`src/design/cbss_consts.svh`:
```
`ifndef CBSS_CONSTS_SVH
`define CBSS_CONSTS_SVH

`define CBSS_CAPPTR_OFS    8'h14
`define CBSS_SECSTAT_OFS   8'h16
`define CBSS_PM_CAP_OFS    8'ha0
`define CBSS_PM_CSR_OFS    8'ha4
`define CBSS_CAPPTR_VAL    8'ha0
`define CBSS_STAT_RESET    16'h0200
`define CBSS_STAT_HARD     16'h0200
`define CBSS_STAT_W1C      16'hf900
`define CBSS_BIT_DET_PERR  4'hf
`define CBSS_BIT_SERR      4'he
`define CBSS_BIT_MABORT    4'hd
`define CBSS_BIT_TA_RX     4'hc
`define CBSS_BIT_TA_TX     4'hb
`define CBSS_BIT_DPAR      4'h8
`define CBSS_SEL_TIMING    2'h1
`define CBSS_PM_CAP_ID     8'h01
`define CBSS_PM_NEXT       8'h00
`define CBSS_PM_PMC        16'h0002

`endif

```
`src/design/cbss_pkg.sv`:
```
package cbss_pkg;
	typedef logic [15:0] cbss_status_t;
	typedef logic [31:0] cbss_word_t;
	typedef enum logic [1:0] {
		CBSS_D0,
		CBSS_D1,
		CBSS_D2,
		CBSS_D3
	} cbss_pstate_t;
endpackage

```
`src/design/cbss_socket_status.sv`:
```
`include "cbss_consts.svh"

module cbss_socket_status
	import cbss_pkg::*;
(
	input  wire logic         clk,         // Host bus clock
	input  wire logic         reset,       // Sync reset, high
	input  wire logic         serr_n,      // Card system error pin
	input  wire logic         perr_n,      // Card parity error pin
	input  wire logic         is_master,   // Bridge owns the data phase
	input  wire logic         perr_resp,   // Parity response enable
	input  wire logic         addr_perr,   // Address parity error pulse
	input  wire logic         data_perr,   // Data parity error pulse
	input  wire logic         mabort,      // Master abort pulse
	input  wire logic         ta_rx,       // Target abort received pulse
	input  wire logic         ta_tx,       // Target abort signaled pulse
	input  wire cbss_status_t clear_bits,  // Write-one-to-clear bits
	output cbss_status_t      status       // Status word
);
	logic [2:0]   serr_s;
	logic [2:0]   perr_s;
	logic         serr_lvl;
	logic         perr_lvl;
	cbss_status_t evt;
	cbss_status_t set_bits;
	cbss_status_t next_evt;
	logic         parity_error_seen;
	logic         card_system_error_seen;
	logic         master_data_parity_flag;

	// Pins cross from the card clock; filtered level updates on agreement
	always_ff @(posedge clk)
	begin
		if (reset)
		begin
			serr_s   <= 3'h7;
			perr_s   <= 3'h7;
			serr_lvl <= 1'b1;
			perr_lvl <= 1'b1;
		end
		else
		begin
			serr_s <= {serr_s[1:0], serr_n};
			perr_s <= {perr_s[1:0], perr_n};
			if (serr_s[1] == serr_s[2])
				serr_lvl <= serr_s[2];
			if (perr_s[1] == perr_s[2])
				perr_lvl <= perr_s[2];
		end
	end

	assign parity_error_seen       = addr_perr | data_perr;
	assign card_system_error_seen  = ~serr_lvl;
	assign master_data_parity_flag = ~perr_lvl & is_master & perr_resp;

	always_comb
	begin
		set_bits                    = 16'h0000;
		set_bits[`CBSS_BIT_DET_PERR] = parity_error_seen;
		set_bits[`CBSS_BIT_SERR]     = card_system_error_seen;
		set_bits[`CBSS_BIT_MABORT]   = mabort;
		set_bits[`CBSS_BIT_TA_RX]    = ta_rx;
		set_bits[`CBSS_BIT_TA_TX]    = ta_tx;
		set_bits[`CBSS_BIT_DPAR]     = master_data_parity_flag;
	end

	// Set is ORed in after the clear so a coinciding event survives
	assign next_evt = ((evt & ~clear_bits) | set_bits) & `CBSS_STAT_W1C;

	always_ff @(posedge clk)
	begin
		if (reset)
			evt <= 16'h0000;
		else
			evt <= next_evt;
	end

	// Hardwired timing code; fixed flags and reserved bits stay zero
	assign status = evt | `CBSS_STAT_HARD;
endmodule // cbss_socket_status

```
`src/design/cbss_cfg_regs.sv`:
```
`include "cbss_consts.svh"

module cbss_cfg_regs
	import cbss_pkg::*;
(
	input  wire logic        clk,             // Host bus clock, 125 MHz
	input  wire logic        reset,           // Sync reset, high
	input  wire logic        cfg_req,         // Config access strobe
	input  wire logic        cfg_write,       // 1 write, 0 read
	input  wire logic        cfg_func,        // Socket function number
	input  wire logic [7:0]  cfg_addr,        // Config byte address
	input  wire logic [3:0]  cfg_be,          // Byte enables
	input  wire cbss_word_t  cfg_wdata,       // Write data
	output logic             cfg_ack,         // Access done pulse
	output cbss_word_t       cfg_rdata,       // Read data
	input  wire logic [1:0]  card_serr_n,     // Card system error pins
	input  wire logic [1:0]  card_perr_n,     // Card parity error pins
	input  wire logic [1:0]  bus_master,      // Bridge is card-bus master
	input  wire logic [1:0]  parity_resp_en,  // Bridge control bit 0
	input  wire logic [1:0]  addr_perr,       // Address parity error
	input  wire logic [1:0]  data_perr,       // Data parity error
	input  wire logic [1:0]  master_abort,    // Master abort seen
	input  wire logic [1:0]  target_abort_rx, // Target abort received
	input  wire logic [1:0]  target_abort_tx  // Target abort signaled
);
	logic [7:0]   ofs_cap;
	logic [7:0]   ofs_stat;
	logic [7:0]   ofs_pmcap;
	logic [7:0]   ofs_pmcsr;
	logic         hit_capstat;
	logic         hit_pmcap;
	logic         hit_pmcsr;
	logic         wr_capstat;
	logic         wr_pmcsr;
	cbss_status_t clr_word;
	cbss_status_t sock_stat [2];
	cbss_pstate_t pstate [2];
	cbss_word_t   next_rdata;
	cbss_word_t   sel_capstat;
	cbss_word_t   sel_pmcap;
	cbss_word_t   sel_pmcsr;

	assign ofs_cap   = `CBSS_CAPPTR_OFS;
	assign ofs_stat  = `CBSS_SECSTAT_OFS;
	assign ofs_pmcap = `CBSS_PM_CAP_OFS;
	assign ofs_pmcsr = `CBSS_PM_CSR_OFS;

	// Dword decode; pointer and status share the dword at 14h
	assign hit_capstat = (cfg_addr[7:2] == ofs_cap[7:2]) || (cfg_addr[7:2] == ofs_stat[7:2]);
	assign hit_pmcap   = cfg_addr[7:2] == ofs_pmcap[7:2];
	assign hit_pmcsr   = cfg_addr[7:2] == ofs_pmcsr[7:2];
	assign wr_capstat  = cfg_req & cfg_write & hit_capstat;
	assign wr_pmcsr    = cfg_req & cfg_write & hit_pmcsr & cfg_be[0];

	// Status lives in the upper half; pointer byte has no write path
	assign clr_word = {cfg_be[3] ? cfg_wdata[31:24] : 8'h00,
		cfg_be[2] ? cfg_wdata[23:16] : 8'h00};

	genvar s;
	generate
		for (s = 0; s < 2; s++)
		begin : g_sock
			logic         sel;
			cbss_status_t clr;

			assign sel = cfg_func == 1'(s);
			// Each socket sees only its own writes
			assign clr = (wr_capstat & sel) ? clr_word : 16'h0000;

			cbss_socket_status u_stat (
				.clk        (clk),
				.reset      (reset),
				.serr_n     (card_serr_n[s]),
				.perr_n     (card_perr_n[s]),
				.is_master  (bus_master[s]),
				.perr_resp  (parity_resp_en[s]),
				.addr_perr  (addr_perr[s]),
				.data_perr  (data_perr[s]),
				.mabort     (master_abort[s]),
				.ta_rx      (target_abort_rx[s]),
				.ta_tx      (target_abort_tx[s]),
				.clear_bits (clr),
				.status     (sock_stat[s])
			);

			// Only the power state field is kept; other bits read zero
			always_ff @(posedge clk)
			begin
				if (reset)
					pstate[s] <= CBSS_D0;
				else if (wr_pmcsr & sel)
					pstate[s] <= cbss_pstate_t'(cfg_wdata[1:0]);
			end
		end
	endgenerate

	// Pointer constant per function; no storage behind it
	assign sel_capstat = {sock_stat[cfg_func], 8'h00, `CBSS_CAPPTR_VAL};
	assign sel_pmcap   = {`CBSS_PM_PMC, `CBSS_PM_NEXT, `CBSS_PM_CAP_ID};
	assign sel_pmcsr   = {30'h0, pstate[cfg_func]};

	always_comb
	begin
		if (hit_capstat)
			next_rdata = sel_capstat;
		else if (hit_pmcap)
			next_rdata = sel_pmcap;
		else if (hit_pmcsr)
			next_rdata = sel_pmcsr;
		else
			next_rdata = 32'h00000000;
	end

	// Answer one cycle after the strobe; data holds until next read
	always_ff @(posedge clk)
	begin
		if (reset)
		begin
			cfg_ack   <= 1'b0;
			cfg_rdata <= 32'h00000000;
		end
		else
		begin
			cfg_ack <= cfg_req;
			if (cfg_req & ~cfg_write)
				cfg_rdata <= next_rdata;
		end
	end
endmodule // cbss_cfg_regs

```
`config.mk`:
```
export PLATFORM = sky130hd
export DESIGN_NAME = cbss_cfg_regs
export DESIGN_NICKNAME = d
export VERILOG_FILES = /design/src/design/cbss_pkg.sv /design/src/design/cbss_socket_status.sv /design/src/design/cbss_cfg_regs.sv
export VERILOG_INCLUDE_DIRS = /design/src /design/src/design
export SDC_FILE = /design/constraint.sdc
export NUM_CORES = 1
export LEC_CHECK = 0
export BUFFER_PORTS_ARGS = -buffer_cell sky130_fd_sc_hd__buf_4
export CAP_MARGIN = 20
export CELL_PAD_IN_SITES_DETAIL_PLACEMENT = 1
export CELL_PAD_IN_SITES_GLOBAL_PLACEMENT = 1
export CORE_ASPECT_RATIO = 0.5
export CORE_MARGIN = 4
export CORE_UTILIZATION = 29
export CTS_CLUSTER_DIAMETER = 60
export DETAILED_ROUTE_END_ITERATION = 7
export GPL_TIMING_DRIVEN = 0
export PLACE_DENSITY = 0.72
export SKIP_CTS_REPAIR_TIMING = 1
export SLEW_MARGIN = 20
export SYNTH_ARGS = -nofsm -noshare
export SYNTH_HDL_FRONTEND = slang
export SYNTH_SLANG_ARGS = --single-unit
```
`constraint.sdc`:
```
create_clock -name clk -period 1.07 [get_ports clk]
set_input_delay 0.0535 -clock clk [delete_from_list [all_inputs] [get_ports clk]]
set_output_delay 0.0535 -clock clk [all_outputs]
set_load 0.01 [all_outputs]
```
# Word level (Yosys, flattened, before mapping)
# Memory sizes are Yosys's and may differ from the RTL's.
# Cells that the tools add are included.
[word_totals] word_cells=73 reg_bits=81 inputBits=67 mem_count=1 output_inout_bits=33 mem_bits_rw=4
[op_classes] n_eq_ne=7 n_mux=20 order_cmp=1 bitwise=30
[memory_table] memory="pstate" words=2 word_bits=2 read_ports=1 rd_clocked_by_memory_dff=0 wr=2 line="cbss_cfg_regs.sv:37" source="cbss_pstate_t pstate [2];"
[ops] op="$mux W16" n=5
[ops] op="$and A16 B16 Y16" n=2
[ops] op="$mux W32" n=1
[ops] op="$not A16 Y16" n=2
[ops] op="$or A16 B16 Y16" n=2
[ops] op="$mux W18" n=1
[ops] op="$mux W8" n=2
[ops] op="$and A1 B1 Y1" n=13
[ops] op="$eq A6 B6 Y1 const B" n=2
[ops] op="$mux W1" n=8
[ops] op="$eq A6 B3 Y1 const B" n=1
[ops] op="$mux W2" n=3
[ops] op="$not A1 Y1" n=6
[ops] op="$eq A1 B1 Y1" n=4
[ops] op="$or A1 B1 Y1" n=4
[ops] op="$ge A2 B2 Y1 const B" n=1
[ops] op="$not A1 Y2" n=1

# Logic depth before layout (Yosys ltp)
[logic_depth] ltp_word=8 ltp_mapped=5

# Cells and area by module
# Synthesis repeated with hierarchy kept, for this count alone.
[hier_totals] cells_unflattened=304 area_unflattened_um2=2718.9
[modules_own_cells] mod="cbss_cfg_regs" area_per_inst_um2=1650.3 instances=1 seq_area_each_um2=520.5 cells_per_inst=192
[modules_own_cells] mod="cbss_socket_status" area_per_inst_um2=534.3 instances=2 seq_area_each_um2=280.3 cells_per_inst=56

# Worst setup path before layout
# No wires, ideal clock.
[synth_timing] path_type="input to register" from="in cfg_addr[6]" to="mem pstate[0][0] (netlist bit), enable pin" t_arrival_ps=844 setup_slack_ps=-89 setup_ps=315 cell_stages=3 path_buffers=0 cell_sequence="nor4b_2 > nand4_1 > o21bai_1"
[synth_rtl] element="start: declaration" line="cbss_cfg_regs.sv:11" source="input wire logic [7:0] cfg_addr,"
[synth_rtl] element="end: declaration" line="cbss_cfg_regs.sv:37"

==> metrics <==
status finished, violations left; violations in the final reports negative setup slack; sink count of the clock tree 43; share of Yosys cell area claimed by the top area cell type 40.1%; Setup Skew 4.57 ps; Final Hold Vio Count 0; post-route met1 wirelength 2230 um; largest fanout on the critical path 5; number of enable-type register cells in the synthesized netlist 4; die height 65.9 um; r2r setup slk 110 ps; timing endpoint of the critical path pstate[0][1]$_SDFFCE_PN0P_; global-route wire length before repair 8180 um; cell count after synthesis 203; count of cell types in the netlist 36; adder-cell share of the synthesized area 0%; critical path startpoint cfg_addr[4]; worst r2r src pstate[1][1]$_SDFFCE_PN0P_; R2R cell count 3; number of DRC markers after the initial detailed-route iteration 76; post-detailed-route DRC marker count 0; width of the die 124 um; primary flip-flop cell chosen by synthesis mapping sky130_fd_sc_hd__dfxtp_1; final-report setup violation count 2; fraction of the mapped netlist area in simple logic gates 23.5%; signal arrival time at the worst endpoint 1080 ps; number of max-cap violations 0; filler-free cell count of the finished design 374; # port buffers 50; TritonCTS clock tree done; VDD IR max 0.000618 V; leakage power 1.19 nW; total I/O pin count 100; most instantiated cells after synthesis 39 x sky130_fd_sc_hd__dfxtp_1, 22 x sky130_fd_sc_hd__buf_4, 21 x sky130_fd_sc_hd__nor2_1; reg-to-reg endpoint cfg_rdata[1]$_SDFFE_PP0P_; post-synthesis mux area share 4.50%; final antenna-violating net count 0; routed len/inst 14.0 um; mean post-synth cell area 9.59 um^2; sort of element at the start of the critical path input port; summed instance area of the synthesized netlist 0.00195 mm^2; total number of vias 1662; time the worst path needs with I/O delays and setup 1100 ps; RSZ-0062 raised after global routing true; post-synthesis sequential element count 43; number of buffers between clock root and the deepest sink 2; highest metal layer with signal wires met4; Clk pin slew, worst setup/hold paths 60 ps; number of stages on the worst hold path 2; die area 0.00817 mm^2; count leader, synth sky130_fd_sc_hd__dfxtp_1; drt via density 4.44; required time of the worst setup path 1050 ps; top cell type by total area after synthesis sky130_fd_sc_hd__dfxtp_1; largest net degree at the start of global routing 13; Achievable Freq 0.909 GHz; overall fraction of global-route tracks in use 12.9%; area fraction in compound gates after synthesis 13.4%; largest family of logic cells by synthesized area simple AND/OR/NAND/NOR gates; number of rows created at floorplan 20; XOR/XNOR Fraction of Synth Area 0%; area of the core region 0.00628 mm^2; CP endpoint kind flip-flop; initial core utilization 31.0%; TritonCTS buffer count 5; setup_tns -58.3 ps; number of antenna violations at the first check in global routing 0; area delta synth->final 41.0%; Clk Latency, worst-skew pair 280 ps; gp weighted congestion 0.722; total instance count after detailed placement 360; number of nets in the final layout 353; final setup slack of the worst path -29.6 ps; fraction of registers with async set/reset 0%; layout cell share with drive strength beyond 1 40.2%; clock root buffer sky130_fd_sc_hd__clkbuf_16; met2 wire length 2640 um; first-pass iteration count of the detailed router 4; class of the worst hold path input port to flip-flop; Seq/Total Area, Yosys 46.3%; GRT overflow 0; share of the core filled with cells in the final layout 43.7%; number of global-route vias before repair 1700; diodes inserted 0; post-detailed-placement half-perimeter wirelength 3970 um; biggest area contributors in the synthesized netlist sky130_fd_sc_hd__dfxtp_1 40%, sky130_fd_sc_hd__buf_4 8.5%, sky130_fd_sc_hd__edfxtp_1 6.2%; type of the setup path with the least slack input port to flip-flop; number of H-tree branching levels 2; power per cell area 1350 mW/mm^2; met3 routed wirelength 322 um; final wirelength 5220 um; warnings from Yosys 0; post-layout total power 3.70 mW; fin. max-slew vios 0; portion of the clock cycle consumed by the worst path in the final layout 103%
-- worst max-delay path, stage by stage --
cell and delay (ps):
sky130_fd_sc_hd__buf_6 100, sky130_fd_sc_hd__nor4b_4 430, sky130_fd_sc_hd__nand4_1 250, sky130_fd_sc_hd__o21bai_2 240
-- state kept, by name (all words and copies together) (netlist names) --
signal / cells
cfg_ack: 1
cfg_rdata: 10
g_sock.u_stat.evt: 12
g_sock.u_stat.perr_lvl: 2
g_sock.u_stat.perr_s: 6
g_sock.u_stat.serr_lvl: 2
g_sock.u_stat.serr_s: 6
pstate: 4
-- cells in the final DEF, fill, tap and decap left out, drive strengths merged, types with 6 or more instances in the layout --
cell    synthesis  layout
conb            1      20
nand4           8       8
buf            26      79
nand2          12      12
nor2           21      21
clkbuf          7      14
or2            12      12
dfxtp          39      39
mux2            6       6
a21oi          12      12
a211oi          6       6
-- final cells by class --
type                            instances  area, um^2
Inverter                                2        7.51
Sequential cell                        43         901
Tap cell                               88         110
Multi-Input combinational cell        144         895
Buffer                                 33         233
Timing Repair Buffer                   57         445
Clock buffer                            7         154
Fill cell                             723        3540
-- cell families after synthesis --
family	after synthesis
simple gates	82
flops	43
buf+inv	35
compound gates	34
mux	8
other cells	1
-- how the worst min path moves through the flow --
stage          slack, ps                                    end      startpoint
2_1_floorplan        160  g_sock[0].u_stat.perr_s[0]$_SDFF_PP1_  card_perr_n[0]
3_3_place_gp         240  g_sock[0].u_stat.perr_s[0]$_SDFF_PP1_  card_perr_n[0]
3_5_place_dp         240  g_sock[1].u_stat.perr_s[0]$_SDFF_PP1_  card_perr_n[1]
4_1_cts              -50  g_sock[1].u_stat.serr_s[0]$_SDFF_PP1_  card_serr_n[1]
5_1_grt               50                     cfg_ack$_SDFF_PP0_         cfg_req
6_report              30                     cfg_ack$_SDFF_PP0_         cfg_req
-- through the flow --
stage | worst slack, ps | hold WS (ps) | area, um^2
finish | -29.6 | 32.8 | 2750
global route | -70.4 | 54.8 | 2750
CTS | -63.9 | -47.9 | 2670
detailed placement | -362 | 242 | 2510
global placement | -305 | 238 | 2510
floorplan | 6.83 | 157 | 2030
-- metal layers --
layer | global-route usage, % | vias to the layer above
met5 | 0 | -
met4 | 2.90 | 0
met3 | 3.08 | 2
met2 | 24.0 | 42
met1 | 15.0 | 787
li1 | - | 831
-- where the power goes --
part	total [mW]	leakage (nW)	switching (mW)	internal, mW
Clock	1.57	0.0751	0.573	0.994
Combinational	0.435	0.759	0.201	0.234
Sequential	1.70	0.358	0.0210	1.68
Total	3.70	1.19	0.794	2.90
Note: power is estimated with default switching activity, not from simulation.
